**src/design/mid_params.svh**
```systemverilog
// Constants of the instruction decoder: opcodes, field positions, reset values, cycle counts.
// Assumes inclusion by the package, the design modules and the checker only.
// How it works
// - Instruction words are 13 bits: an operation code plus operand fields.
// - Ordinary instructions finish in one instruction cycle.
// - Any instruction writing the program counter register takes two instruction cycles; a table read into it takes three.
// - Table read, returns and true conditional skips take two instruction cycles.
// - Cycle option 01 gives two oscillator clocks per cycle, 00 gives four.
// - Every register bit can be set, cleared or tested by bit instructions.
// - I/O control registers are reached only by their own move instructions, not as general registers.
// - Literal fields decode as 8-bit or 10-bit constants, by instruction.
// - Control register moves only address controls 5 to 7 and A to F.
// - Sleep clears watchdog, stops clock, sets timeout, clears power-down; watchdog clear clears and sets both.
// - 0010 sets, 0011 clears interrupt enable; 0013 returns and sets it.
// - Rotate right to accumulator shifts register down, bit 0 to carry, carry to 7.
// - Decrement-and-skip stores result, skips when zero, leaves flags alone.
// - Period option 00 is 4 clocks, 01 is 2, 10 is 8, 11 is 16.
`ifndef MID_PARAMS_SVH
`define MID_PARAMS_SVH

`define MID_OP_NOP 13'h0000
`define MID_OP_DAA 13'h0001
`define MID_OP_CONTW 13'h0002
`define MID_OP_SLEEP 13'h0003
`define MID_OP_WDTCLR 13'h0004
`define MID_OP_IRQ_EN 13'h0010
`define MID_OP_IRQ_DIS 13'h0011
`define MID_OP_RET 13'h0012
`define MID_OP_RETURN_IRQ_INSTR 13'h0013
`define MID_OP_CONTR 13'h0014
`define MID_OP_CLRA 13'h0080

`define MID_CODE_MSB 11
`define MID_CODE_LSB 6
`define MID_RADDR_MSB 5
`define MID_BIT_MSB 8
`define MID_BIT_LSB 6
`define MID_LIT_MSB 7
`define MID_JMP_MSB 9

`define MID_PC_ADDR 6'h02
`define MID_IOC_VALID 16'hfce0

`define MID_PC_RST 10'h000
`define MID_ACC_RST 8'h00
`define MID_CTRL_RST 8'h00
`define MID_TO_RST 1'b1
`define MID_PD_RST 1'b1

`define MID_TC_4CLK 4'h3
`define MID_TC_2CLK 4'h1
`define MID_TC_8CLK 4'h7
`define MID_TC_16CLK 4'hf

`endif

```
**src/design/mid_pkg.sv**
```systemverilog
// Types shared by the instruction decoder modules.
// Assumes mid_params.svh sits beside it.
`include "mid_params.svh"
package mid_pkg;
   typedef enum logic [1:0] {
      MID_EXEC = 2'b00,
      MID_EXTRA = 2'b01,
      MID_SKIP = 2'b11,
      MID_TBL = 2'b10
   } mid_phase_t;

   typedef enum logic [3:0] {
      MID_ALU_PASS_A, MID_ALU_PASS_B, MID_ALU_CLR, MID_ALU_ADD, MID_ALU_SUB,
      MID_ALU_OR, MID_ALU_AND, MID_ALU_XOR, MID_ALU_COM, MID_ALU_INC,
      MID_ALU_DEC, MID_ALU_RRC, MID_ALU_DAA
   } mid_alu_op_t;

   typedef enum logic [1:0] {MID_FL_NONE, MID_FL_Z, MID_FL_ZCDC, MID_FL_C} mid_flcls_t;

   typedef struct packed {logic z; logic c; logic dc;} mid_flags_t;
   typedef struct packed {logic we; logic [5:0] addr; logic [7:0] data;} mid_reg_wr_t;
   typedef struct packed {logic we; logic [3:0] sel; logic [7:0] data;} mid_ioc_wr_t;
   typedef struct packed {logic [3:0] cnt;} mid_div_t;

   typedef struct packed {
      mid_phase_t phase;
      logic [9:0] pc;
      logic [7:0] acc;
      mid_flags_t flags;
      logic gie;
      logic timeout;
      logic pwr_down;
      logic sleeping;
      logic [7:0] ctrl;
      logic [5:0] tbl_dst;
      mid_reg_wr_t reg_wr;
      mid_ioc_wr_t ioc_wr;
      logic wdt_clr;
      logic push;
      logic pop;
      logic [9:0] push_pc;
   } mid_state_t;
endpackage

```
**src/design/mid_decoder.sv**
```systemverilog
// Decode and execute core of the 8-bit controller: fetch, ALU ops, skips, returns.
// Assumes program memory answers pmem_addr_o within one clock and the register
// file answers reg_raddr_o combinationally; stack storage lives outside.
`timescale 1ns/1ps
`include "mid_params.svh"
module mid_decoder import mid_pkg::*; (
   input wire logic clock_i,
   input wire logic rst_b_i,
   input wire logic [1:0] cycle_length_option_i,
   input wire logic [12:0] instr_i,
   output logic [9:0] pmem_addr_o,
   output logic [5:0] reg_raddr_o,
   input wire logic [7:0] reg_rdata_i,
   output mid_reg_wr_t reg_wr_o,
   output logic [3:0] ioc_rsel_o,
   input wire logic [7:0] ioc_rdata_i,
   output mid_ioc_wr_t ioc_wr_o,
   input wire logic [9:0] stack_top_i,
   output logic stack_push_o,
   output logic [9:0] stack_pc_o,
   output logic stack_pop_o,
   input wire logic tbl_high_i,
   input wire logic wake_i,
   output logic icyc_o,
   output logic [7:0] acc_o,
   output mid_flags_t flags_o,
   output logic [7:0] ctrl_o,
   output logic gie_o,
   output logic timeout_o,
   output logic pwr_down_o,
   output logic sleep_o,
   output logic wdt_clear_o
);
   mid_state_t st_ff;
   mid_state_t nxt_st;

   logic [12:0] ins;
   logic [5:0] code;
   logic [7:0] rd;
   logic [7:0] operand;
   logic [7:0] bit_mask;
   logic [7:0] bit_res;
   logic bit_val;
   mid_alu_op_t alu_op;
   mid_flcls_t fcls;
   logic use_lit;
   logic wr_r;
   logic wr_a;
   logic zskip;
   logic [7:0] alu_res;
   logic alu_c;
   logic alu_dc;

   // Register write-back; a write to the program counter costs an extra cycle
   function automatic mid_state_t put_reg(mid_state_t s, logic [5:0] a, logic [7:0] v);
      mid_state_t r;
      r = s;
      if (a == `MID_PC_ADDR) begin
         r.pc = {s.pc[9:8], v};
         r.phase = MID_EXTRA;
      end else begin
         r.reg_wr.we = 1'b1;
         r.reg_wr.addr = a;
         r.reg_wr.data = v;
      end
      return r;
   endfunction

   function automatic logic ioc_ok(logic [3:0] sel);
      logic [15:0] m;
      m = `MID_IOC_VALID;
      return m[sel];
   endfunction

   mid_cycle_div u_div (
      .clock_i(clock_i),
      .rst_b_i(rst_b_i),
      .run_i(!st_ff.sleeping),
      .option_i(cycle_length_option_i),
      .stb_o(icyc_o)
   );

   mid_alu u_alu (
      .op_i(alu_op),
      .a_i(st_ff.acc),
      .b_i(operand),
      .cin_i(st_ff.flags.c),
      .dcin_i(st_ff.flags.dc),
      .res_o(alu_res),
      .c_o(alu_c),
      .dc_o(alu_dc)
   );

   assign ins = instr_i;
   assign code = ins[`MID_CODE_MSB:`MID_CODE_LSB];
   assign reg_raddr_o = ins[`MID_RADDR_MSB:0];
   assign ioc_rsel_o = ins[3:0];
   // Table reads fetch the word addressed by the accumulator on the current page
   assign pmem_addr_o = (st_ff.phase == MID_TBL) ? {st_ff.pc[9:8], st_ff.acc} : st_ff.pc;
   assign rd = (reg_raddr_o == `MID_PC_ADDR) ? st_ff.pc[7:0] : reg_rdata_i;
   assign operand = use_lit ? ins[`MID_LIT_MSB:0] : rd;
   assign bit_mask = 8'h01 << ins[`MID_BIT_MSB:`MID_BIT_LSB];
   assign bit_res = ins[9] ? (rd | bit_mask) : (rd & ~bit_mask);
   assign bit_val = |(rd & bit_mask);

   // Data path decode; control opcodes are handled in the execute block
   always_comb begin
      alu_op = MID_ALU_PASS_A;
      fcls = MID_FL_NONE;
      use_lit = 1'b0;
      wr_r = 1'b0;
      wr_a = 1'b0;
      zskip = 1'b0;
      if (!ins[12] && !ins[11]) begin
         if (ins == `MID_OP_DAA) begin
            alu_op = MID_ALU_DAA;
            wr_a = 1'b1;
            fcls = MID_FL_C;
         end else if (code == 6'h01) begin
            wr_r = 1'b1;
         end else if (ins == `MID_OP_CLRA) begin
            alu_op = MID_ALU_CLR;
            wr_a = 1'b1;
            fcls = MID_FL_Z;
         end else if (code == 6'h03) begin
            alu_op = MID_ALU_CLR;
            wr_r = 1'b1;
            fcls = MID_FL_Z;
         end else if (code >= 6'h04) begin
            wr_r = code[0];
            wr_a = !code[0];
            fcls = MID_FL_Z;
            case (code[5:1])
               5'h02: begin
                  alu_op = MID_ALU_SUB;
                  fcls = MID_FL_ZCDC;
               end
               5'h03: alu_op = MID_ALU_DEC;
               5'h04: alu_op = MID_ALU_OR;
               5'h05: alu_op = MID_ALU_AND;
               5'h06: alu_op = MID_ALU_XOR;
               5'h07: begin
                  alu_op = MID_ALU_ADD;
                  fcls = MID_FL_ZCDC;
               end
               5'h08: alu_op = MID_ALU_PASS_B;
               5'h09: alu_op = MID_ALU_COM;
               5'h0a: alu_op = MID_ALU_INC;
               5'h0b: begin
                  alu_op = MID_ALU_DEC;
                  fcls = MID_FL_NONE;
                  zskip = 1'b1;
               end
               5'h0c: begin
                  alu_op = MID_ALU_RRC;
                  fcls = code[0] ? MID_FL_NONE : MID_FL_C;
                  wr_r = 1'b0;
                  wr_a = !code[0];
               end
               5'h0f: begin
                  alu_op = MID_ALU_INC;
                  fcls = MID_FL_NONE;
                  zskip = 1'b1;
               end
               default: begin
                  wr_r = 1'b0;
                  wr_a = 1'b0;
                  fcls = MID_FL_NONE;
               end
            endcase
         end
      end else if (ins[12] && ins[11] && ins[10:8] != 3'h4 && ins[10:8] != 3'h6) begin
         use_lit = 1'b1;
         wr_a = 1'b1;
         fcls = MID_FL_Z;
         case (ins[10:8])
            3'h0: begin
               alu_op = MID_ALU_PASS_B;
               fcls = MID_FL_NONE;
            end
            3'h1: alu_op = MID_ALU_OR;
            3'h2: alu_op = MID_ALU_AND;
            3'h3: alu_op = MID_ALU_XOR;
            3'h5: begin
               alu_op = MID_ALU_SUB;
               fcls = MID_FL_ZCDC;
            end
            default: begin
               alu_op = MID_ALU_ADD;
               fcls = MID_FL_ZCDC;
            end
         endcase
      end
   end

   // Execute at each instruction cycle strobe
   always_comb begin
      nxt_st = st_ff;
      nxt_st.reg_wr.we = 1'b0;
      nxt_st.ioc_wr.we = 1'b0;
      nxt_st.wdt_clr = 1'b0;
      nxt_st.push = 1'b0;
      nxt_st.pop = 1'b0;
      if (st_ff.sleeping && wake_i) begin
         nxt_st.sleeping = 1'b0;
      end
      if (icyc_o) begin
         case (st_ff.phase)
            MID_EXTRA: nxt_st.phase = MID_EXEC;
            MID_SKIP: begin
               nxt_st.pc = st_ff.pc + 10'h001;
               nxt_st.phase = MID_EXEC;
            end
            MID_TBL: begin
               nxt_st.phase = MID_EXEC;
               nxt_st = put_reg(nxt_st, st_ff.tbl_dst,
                  tbl_high_i ? {3'h0, ins[12:8]} : ins[7:0]);
            end
            default: begin
               nxt_st.pc = st_ff.pc + 10'h001;
               if (wr_a) begin
                  nxt_st.acc = alu_res;
               end
               if (wr_r) begin
                  nxt_st = put_reg(nxt_st, reg_raddr_o, alu_res);
               end
               if (fcls == MID_FL_Z || fcls == MID_FL_ZCDC) begin
                  nxt_st.flags.z = (alu_res == 8'h00);
               end
               if (fcls == MID_FL_ZCDC || fcls == MID_FL_C) begin
                  nxt_st.flags.c = alu_c;
               end
               if (fcls == MID_FL_ZCDC) begin
                  nxt_st.flags.dc = alu_dc;
               end
               if (zskip && alu_res == 8'h00) begin
                  nxt_st.phase = MID_SKIP;
               end
               if (!ins[12] && ins[11]) begin
                  if (!ins[10]) begin
                     nxt_st = put_reg(nxt_st, reg_raddr_o, bit_res);
                  end else if (bit_val == ins[9]) begin
                     nxt_st.phase = MID_SKIP;
                  end
               end else if (ins[12] && !ins[11]) begin
                  nxt_st.pc = ins[`MID_JMP_MSB:0];
                  nxt_st.phase = MID_EXTRA;
                  if (!ins[10]) begin
                     nxt_st.push = 1'b1;
                     nxt_st.push_pc = st_ff.pc + 10'h001;
                  end
               end else if (ins[12:8] == 5'h1c) begin
                  nxt_st.acc = ins[`MID_LIT_MSB:0];
                  nxt_st.pc = stack_top_i;
                  nxt_st.pop = 1'b1;
                  nxt_st.phase = MID_EXTRA;
               end else if (ins[12:6] == 7'h7b) begin
                  nxt_st.tbl_dst = reg_raddr_o;
                  nxt_st.phase = MID_TBL;
               end else if (ins[12:6] == 7'h00) begin
                  if (ins == `MID_OP_CONTW) begin
                     nxt_st.ctrl = st_ff.acc;
                  end else if (ins == `MID_OP_CONTR) begin
                     nxt_st.acc = st_ff.ctrl;
                  end else if (ins == `MID_OP_SLEEP) begin
                     nxt_st.wdt_clr = 1'b1;
                     nxt_st.sleeping = 1'b1;
                     nxt_st.timeout = 1'b1;
                     nxt_st.pwr_down = 1'b0;
                  end else if (ins == `MID_OP_WDTCLR) begin
                     nxt_st.wdt_clr = 1'b1;
                     nxt_st.timeout = 1'b1;
                     nxt_st.pwr_down = 1'b1;
                  end else if (ins == `MID_OP_IRQ_EN) begin
                     nxt_st.gie = 1'b1;
                  end else if (ins == `MID_OP_IRQ_DIS) begin
                     nxt_st.gie = 1'b0;
                  end else if (ins == `MID_OP_RET || ins == `MID_OP_RETURN_IRQ_INSTR) begin
                     nxt_st.pc = stack_top_i;
                     nxt_st.pop = 1'b1;
                     nxt_st.phase = MID_EXTRA;
                     if (ins == `MID_OP_RETURN_IRQ_INSTR) begin
                        nxt_st.gie = 1'b1;
                     end
                  end else if (ins[5:4] == 2'b00 && ioc_ok(ins[3:0])) begin
                     nxt_st.ioc_wr.we = 1'b1;
                     nxt_st.ioc_wr.sel = ins[3:0];
                     nxt_st.ioc_wr.data = st_ff.acc;
                  end else if (ins[5:4] == 2'b01 && ioc_ok(ins[3:0])) begin
                     nxt_st.acc = ioc_rdata_i;
                  end
               end
            end
         endcase
      end
   end

   always_ff @(posedge clock_i) begin
      if (!rst_b_i) begin
         st_ff <= '0;
         st_ff.pc <= `MID_PC_RST;
         st_ff.acc <= `MID_ACC_RST;
         st_ff.ctrl <= `MID_CTRL_RST;
         st_ff.timeout <= `MID_TO_RST;
         st_ff.pwr_down <= `MID_PD_RST;
      end else begin
         st_ff <= nxt_st;
      end
   end

   assign reg_wr_o = st_ff.reg_wr;
   assign ioc_wr_o = st_ff.ioc_wr;
   assign stack_push_o = st_ff.push;
   assign stack_pc_o = st_ff.push_pc;
   assign stack_pop_o = st_ff.pop;
   assign acc_o = st_ff.acc;
   assign flags_o = st_ff.flags;
   assign ctrl_o = st_ff.ctrl;
   assign gie_o = st_ff.gie;
   assign timeout_o = st_ff.timeout;
   assign pwr_down_o = st_ff.pwr_down;
   assign sleep_o = st_ff.sleeping;
   assign wdt_clear_o = st_ff.wdt_clr;
endmodule // mid_decoder

```
**src/design/mid_cycle_div.sv**
```systemverilog
// Instruction cycle divider: one-cycle strobe every 2, 4, 8 or 16 oscillator clocks.
// Assumes the oscillator is clock_i; run_i low freezes the count, as in sleep.
`timescale 1ns/1ps
`include "mid_params.svh"
module mid_cycle_div import mid_pkg::*; (
   input wire logic clock_i,
   input wire logic rst_b_i,
   input wire logic run_i,
   input wire logic [1:0] option_i,
   output logic stb_o
);
   mid_div_t st_ff;
   mid_div_t nxt_st;
   logic [3:0] term;

   always_comb begin
      case (option_i)
         2'b00: term = `MID_TC_4CLK;
         2'b01: term = `MID_TC_2CLK;
         2'b10: term = `MID_TC_8CLK;
         default: term = `MID_TC_16CLK;
      endcase
      stb_o = run_i && (st_ff.cnt >= term);
      nxt_st = st_ff;
      if (stb_o) begin
         nxt_st.cnt = 4'h0;
      end else if (run_i) begin
         nxt_st.cnt = st_ff.cnt + 4'h1;
      end
   end

   always_ff @(posedge clock_i) begin
      if (!rst_b_i) begin
         st_ff <= '0;
      end else begin
         st_ff <= nxt_st;
      end
   end
endmodule // mid_cycle_div

```
**src/design/mid_alu.sv**
```systemverilog
// Combinational 8-bit arithmetic and logic unit of the decoder.
// Assumes the caller decides which flags to keep; zero is tested by the caller.
`timescale 1ns/1ps
module mid_alu import mid_pkg::*; (
   input mid_alu_op_t op_i,
   input wire logic [7:0] a_i,
   input wire logic [7:0] b_i,
   input wire logic cin_i,
   input wire logic dcin_i,
   output logic [7:0] res_o,
   output logic c_o,
   output logic dc_o
);
   logic [8:0] sum;
   logic [4:0] nib;
   logic [7:0] adj;

   always_comb begin
      sum = 9'h000;
      nib = 5'h00;
      adj = 8'h00;
      res_o = a_i;
      c_o = cin_i;
      dc_o = dcin_i;
      case (op_i)
         MID_ALU_PASS_B: res_o = b_i;
         MID_ALU_CLR: res_o = 8'h00;
         MID_ALU_ADD: begin
            sum = {1'b0, a_i} + {1'b0, b_i};
            nib = {1'b0, a_i[3:0]} + {1'b0, b_i[3:0]};
            res_o = sum[7:0];
            c_o = sum[8];
            dc_o = nib[4];
         end
         MID_ALU_SUB: begin
            // Carry high means no borrow
            sum = {1'b0, b_i} + {1'b0, ~a_i} + 9'h001;
            nib = {1'b0, b_i[3:0]} + {1'b0, ~a_i[3:0]} + 5'h01;
            res_o = sum[7:0];
            c_o = sum[8];
            dc_o = nib[4];
         end
         MID_ALU_OR: res_o = a_i | b_i;
         MID_ALU_AND: res_o = a_i & b_i;
         MID_ALU_XOR: res_o = a_i ^ b_i;
         MID_ALU_COM: res_o = ~b_i;
         MID_ALU_INC: res_o = b_i + 8'h01;
         MID_ALU_DEC: res_o = b_i - 8'h01;
         MID_ALU_RRC: begin
            res_o = {cin_i, b_i[7:1]};
            c_o = b_i[0];
         end
         MID_ALU_DAA: begin
            adj[3:0] = (a_i[3:0] > 4'h9 || dcin_i) ? 4'h6 : 4'h0;
            adj[7:4] = (a_i > 8'h99 || cin_i) ? 4'h6 : 4'h0;
            sum = {1'b0, a_i} + {1'b0, adj};
            res_o = sum[7:0];
            c_o = sum[8] | (adj[7:4] != 4'h0);
         end
         default: res_o = a_i;
      endcase
   end
endmodule // mid_alu

```
**config.mk**
```make
export PLATFORM = sky130hd
export DESIGN_NAME = mid_decoder
export DESIGN_NICKNAME = d
export VERILOG_FILES = /design/src/design/mid_pkg.sv /design/src/design/mid_decoder.sv /design/src/design/mid_cycle_div.sv /design/src/design/mid_alu.sv
export VERILOG_INCLUDE_DIRS = /design/src /design/src/design
export SDC_FILE = /design/constraint.sdc
export NUM_CORES = 1
export LEC_CHECK = 0
export BUFFER_PORTS_ARGS = -buffer_cell sky130_fd_sc_hd__clkbuf_2
export CORE_UTILIZATION = 59
export DETAILED_ROUTE_END_ITERATION = 7
export GPL_TIMING_DRIVEN = 0
export PLACE_DENSITY = 0.82
export REMOVE_ABC_BUFFERS = 1
export SLEW_MARGIN = 20
export SYNTH_ARGS = -nofsm -noshare
export SYNTH_HDL_FRONTEND = slang
export SYNTH_HIERARCHICAL = 1
export SYNTH_SLANG_ARGS = --single-unit
```
**constraint.sdc**
```tcl
create_clock -name clock_i -period 5.9 [get_ports clock_i]
set_input_delay 0.295 -clock clock_i [delete_from_list [all_inputs] [get_ports clock_i]]
set_output_delay 0.295 -clock clock_i [all_outputs]
set_load 0.02 [all_outputs]
```
==> out/qor.csv, run 1 <==
metric,value,unit
drc,17,
vias,9588,
drv_cap,0,
cts_sinks,86,
regArea,1720,µm²
required,6180,ps
vias_per_cell,6.95,
core,14600,µm²
final_cells,1379,
synth_area_leaders,"dfxtp_1 19%, ha_1 6.3%, buf_4 6.0%, mux2i_1 5.7%, o21ai_0 5.4%",
die_w,125,µm
grt_start_max_net_pins,31,
synth.avg_cell_area,7.54,µm²
grt_pass1_vias,8677,
seq_power_share,34.3,%
start_util,61.0,%
synth_ff_type,dfxtp_1,
cts_tree,done,
violations,DRC,
yosysTopAreaCellShare,19.3,%
ys_warn_count,6,
crit_arrival,5870,ps
fill_cells,1313,
crit_fanout,30,
synthArstFlopShare,0,%
place_area,9030,µm²
insertion_delay,360,ps
antenna_found_initial,0,
clk_pin_slew_worst_paths,60,ps
yosysTopAreaCell,dfxtp_1,
ir_worst_vdd,188,µV
grt_pass1_wl,47800,µm
area_delta_synth_final,6.26,%
cts_buffer_depth,2,
drv_slew,0,
die_area,15600,µm²
synth_edf_count,0,
setup_tns,0,ps
hold_viol_final,0,
syn_inst,1185,
finalClockSkew,5.72,ps
final_cell_mix,"127 x clkbuf_2, 124 x nor2_1, 96 x o21ai_0",
track_usage,38.4,%
end_kind,register,
first_pass_iters,8,
die_h,125,µm
finalNetCount,1284,
hold_buffers,0,
cp_top_family,compound AO/OA/AOI/OAI gates,
dp.cells,1351,
setup_viol,0,
final_area,9490,µm²
p_switching,0.000688,W
p_comb_share,32.4,%
power_leakage,3.88,nW
worstPathCellList,clkbuf_2 > nor2b_2 > nand2_2 > mux2i_1 > a21oi_1 > inv_1 > ha_1 > a211oi_1 > o21bai_1 > a211oi_1 > o32ai_1 > o32a_1 > nor4_1 > nand4_1 > a31oi_1 > o21bai_1 > o211ai_1,
worstMarginPinSlew,1150,ps
power_density,198,nW/µm²
ys_types,92,
io-pin-count,130,
cts-root-buf,clkbuf_16,
hold_class,in2reg,
rows,44,
cts_buffers,9,
final_common_cell,clkbuf_2,
status,"finished, violations left",
grt.overflow.total,0,
ys_ff_latch,86,
place_hpwl,21900,µm
antenna_cells,0,
yosysSeqAreaShare,19.3,%
multi_input_area,6210,µm²
initialDrtViolationCount,1246,
cp_slowest_cell,a21oi_1,
sw_frac_of_total,36.5,%
slowest_delay,640,ps
drt_wl_total,30400,µm
drtAntennaViolNets,0,
period_share,94.6,%
worst-path-buf-inv,2,
post_drt_wl_per_cell,22.0,µm
synthesis.area,8930,µm²
internal_power,0.00119,W
worstSetupPathType,in2reg,
power_frac_clock,33.3,%
cp-start-kind,primary input,
max_freq,179,MHz
portBuffers,129,
slew_headroom,22.7,%
drive_above_1_share,18.7,%
htree_num_levels,3,
place_congestion,1.01,
fin_crit,5580,ps
cells in the mapped netlist (all sizes together) (10+ instances only):
cell type,instances
ha,45
nor4,10
nand2b,13
mux2i,51
nand4,16
a221oi,16
nor2,127
nand3,20
a32oi,10
a22oi,13
a211oi,32
xor2,10
a21o,11
nor3,23
a21oi,68
inv,48
buf,105
a22o,11
o21ai,101
xnor2,18
a31oi,14
nor2b,18
clkbuf,47
nand2,84
o21a,10
mux2,17
dfxtp,86
layer usage:
layer	share of wire, %	up-vias	GRT usage, %
met2	42	725	56.8
met4	3.9	0	14.1
met5	0	-	0
met3	14	111	10.5
met1	41	4447	53.1
li1	-	4305	-
cell families after synthesis:
logic type | synth area share, %
flip-flops | 19.3
AO/OA/AOI/OAI | 29.8
AND/OR/NAND/NOR | 20.8
adder cells (fa/ha/maj) | 7.20
XOR/XNOR | 2.74
multiplexers | 8.11
buffers and inverters | 12.1
final cells by class:
type,count,area share (%)
Clock buffer,11,2.56
Clock inverter,5,0.857
Inverter,50,2.02
Multi-Input combinational cell,897,65.4
Sequential cell,86,18.1
Tap cell,184,2.42
Timing Repair Buffer,146,8.62
metrics by stage:
stage / util, % / hold slack, ps / power, W / setup WS [ps]
floorplan: - / 371 / 0.00101 / 596
global placement: 60.9 / 435 / 0.00122 / -1630
detailed placement: 61.7 / 444 / 0.00123 / -567
CTS: 64.0 / 224 / 0.00185 / 48.1
global route: 64.8 / 231 / 0.00195 / -44.9
finish: 64.8 / 231 / 0.00188 / 319
final timing paths:
check	to	cells after the start	slack, ps	from
setup reg to reg	st_ff[81]	15	1110	st_ff[73]
hold / removal	sleep_o	3	230	wake_i
setup / recovery	st_ff[80]	17	320	instr_i[1]
hold reg to reg	timeout_o	1	450	timeout_o
sequential cells by signal, indices dropped and copies added, names as in the netlist, 3 cells and up:
| signal | flops |
|---|---|
| u_div/st_ff | 4 |
| ctrl_o | 8 |
| st_ff | 18 |
| reg_wr_o | 15 |
| ioc_wr_o | 13 |
| acc_o | 8 |
| stack_pc_o | 10 |
| flags_o | 3 |
power by group through the flow:
stage          Sequential (W)  Clock [W]  Combinational [W]
5_1_grt              0.000648   0.000650           0.000649
4_1_cts              0.000644   0.000628           0.000580
3_5_place_dp         0.000657          0           0.000574
3_3_place_gp         0.000656          0           0.000560
6_report             0.000647   0.000626           0.000610
2_1_floorplan        0.000656          0           0.000354
worst register-to-register path, cell delays in order, from the launching register on:
cell and delay, ps:
dfxtp_1 590, nand2_1 100, a31oi_1 740, inv_1 110, ha_1 470, inv_2 70
a21o_1 200, a221oi_2 400, o31ai_1 180, o311a_1 310, a32oi_1 760, nor4_1 140
nand4_1 230, a21oi_1 100, o31ai_1 190, o21ai_0 100
repair_timing:
item                       CTS  global route
gates resized for setup      3             8
buffers inserted             0            12
setup endpoints to repair    3             7
pin swaps                    0             4
hold endpoints to repair     0             0
Power figures use the tool's default switching activity.
==> run 2: changes to the inputs <==
--- a/config.mk
+++ b/config.mk
@@ -6,9 +6,9 @@
 export SDC_FILE = /design/constraint.sdc
 export NUM_CORES = 1
 export LEC_CHECK = 0
-export BUFFER_PORTS_ARGS = -buffer_cell sky130_fd_sc_hd__clkbuf_2
-export CORE_UTILIZATION = 59
+export CORE_UTILIZATION = 66
 export DETAILED_ROUTE_END_ITERATION = 7
+export DONT_BUFFER_PORTS = 1
 export GPL_TIMING_DRIVEN = 0
 export PLACE_DENSITY = 0.82
 export REMOVE_ABC_BUFFERS = 1
==> out/qor.csv, run 2 (synthesized netlist as in run 1, its figures left out) <==
metric,value,unit,change
track_usage,41.5,%,+3.1 points
hold_buffers,0,,unchanged
cts_buffer_depth,2,,unchanged
status,"complete, no violations",,
worstSetupPathType,in2reg,,
power_density,215,nW/µm²,+8.3%
final_common_cell,nor2_1,,
core,13200,µm²,-9.6%
first_pass_iters,6,,-2
cp_slowest_cell,nand2_1,,
start_util,67.5,%,+6.5 points
largest_register_ffs,18,,unchanged
worstHoldStart,instr_i[10],,
vias_per_cell,7.26,,+4.5%
initialDrtViolationCount,1309,,+5.1%
clk_pin_slew_worst_paths,70,ps,about the same
drv_slew,0,,unchanged
drive_above_1_share,7.69,%,-11 points
vias,8948,,-6.7%
post-route-util,66.1,%,+1.3 points
cts_sinks,86,,unchanged
required,6180,ps,about the same
cts_tree,done,,
antenna_found_initial,0,,unchanged
cp-start-kind,primary input,,
rsz0062_at_grt,no,,
grt_start_max_net_pins,35,,+13%
max_freq,178,MHz,-0.48%
crit_arrival,5890,ps,+20 ps
crit_fanout,30,,unchanged
power_leakage,3.25,nW,-16%
drv_cap,0,,unchanged
ir_worst_vdd,203,µV,+7.7%
insertion_delay,360,ps,about the same
slowest_delay,900,ps,+260 ps
cts_buffers,9,,unchanged
place_congestion,1.03,,+2.3%
htree_num_levels,3,,unchanged
io-pin-count,130,,unchanged
whs,15.4,ps,-215 ps
end_kind,register,,
setup_viol,0,,unchanged
finalClockSkew,6.35,ps,+0.631 ps
area_delta_synth_final,-2.02,%,
period_share,95.0,%,+0.45 points
hold_class,in2reg,,
post_drt_wl_per_cell,24.1,µm,+9.4%
fin_crit,5610,ps,+26.8 ps
dp.cells,1213,,-10%
die_area,14000,µm²,-10%
drt_wl_total,29700,µm,-2.2%
finalNetCount,1143,,-11%
worstPathCellList,nor4_4 > nand2_1 > mux2i_1 > a21oi_1 > inv_1 > ha_1 > o21ai_0 > o21bai_1 > a21oi_1 > and2_1 > o22ai_1 > a32oi_1 > nor4_1 > nand4_1 > a31oi_1 > o21bai_1 > o211ai_1,,
setup_tns,0,ps,unchanged
grt.overflow.total,0,,unchanged
place_hpwl,21400,µm,-2.5%
drc,0,,-17
rr_startpoint,acc_o[1],,
largest-register,st_ff,,
cts_resized,0,,-3
final_cell_mix,"124 x nor2_1, 96 x o21ai_0, 86 x dfxtp_1",,
drtAntennaViolNets,0,,unchanged
grt_pass1_vias,8123,,-6.4%
cts_setup_buffers,0,,unchanged
rows,42,,-4.5%
cp-startpoint,instr_i[2],,
portBuffers,0,,-100%
cts-root-buf,clkbuf_16,,
worstMarginPinSlew,1220,ps,+67.4 ps
grt_pass1_wl,45700,µm,-4.5%
slew_headroom,18.7,%,-4.1 points
final_cells,1232,,-11%
hold_viol_final,0,,unchanged
die_h,118,µm,-5.4%
die_w,118,µm,-5.4%
-- run 2: cell count changes in the layout (fill, tap and decap cells not counted), sizes merged --
cell      delta
buf         -14
bufinv       +2
clkbuf     -130
clkinv       +1
clkinvlp     -2
diode        +2
inv          +1
nor2         +1
-- run 2: cell type report --
type | count | area [µm²]
multi-input cells | 898 | 6190
flip-flops and latches | 86 | 1720
repair buffers | 4 | 57.6
clock inverters | 7 | 143
clock buffers | 9 | 225
inverters | 50 | 188
well taps | 176 | 220
fillers | 1177 | 4490
diodes | 2 | 5.00
-- run 2: path summary, 6_finish.rpt --
kind	end	slack, ps	cells after the start
setup / recovery	st_ff[80]	290	17
hold / removal	stack_push_o	20	1
setup reg to reg	st_ff[80]	1250	17
hold reg to reg	u_div/st_ff[2]	520	2
-- run 2: critical path: cells and delay by family --
kind / cells / cell delay [ps]
and+or+nand+nor: 5 / 2400
adders and majority gates: 1 / 490
AOI/OAI and AO/OA: 9 / 2210
buffers and inverters: 1 / 150
muxes: 1 / 330
-- run 2: stage by stage --
stage | instance area, µm² | setup slack (ps) | power, W
2_1_floorplan | 8040 | 596 | 0.00101
3_3_place_gp | 8260 | -1280 | 0.00114
3_5_place_dp | 8360 | -133 | 0.00115
4_1_cts | 8730 | 202 | 0.00186
5_1_grt | 8750 | 133 | 0.00194
6_report | 8750 | 292 | 0.00188
-- run 2: power by group --
part	total (W)	internal [W]	switching [W]
registers	0.000662	0.000603	0.0000596
logic	0.000507	0.000182	0.000325
clock network	0.000711	0.000459	0.000253
total	0.00188	0.00124	0.000637
-- run 2: metal layers --
| metal | share of wire, % | global-route usage [%] | wire length (µm) |
|---|---|---|---|
| met1 | 40 | 57.0 | 11900 |
| met3 | 14 | 12.9 | 4250 |
| met2 | 42 | 61.1 | 12500 |
| met4 | 3.6 | 13.8 | 1080 |
| met5 | 0 | 0 | 0 |
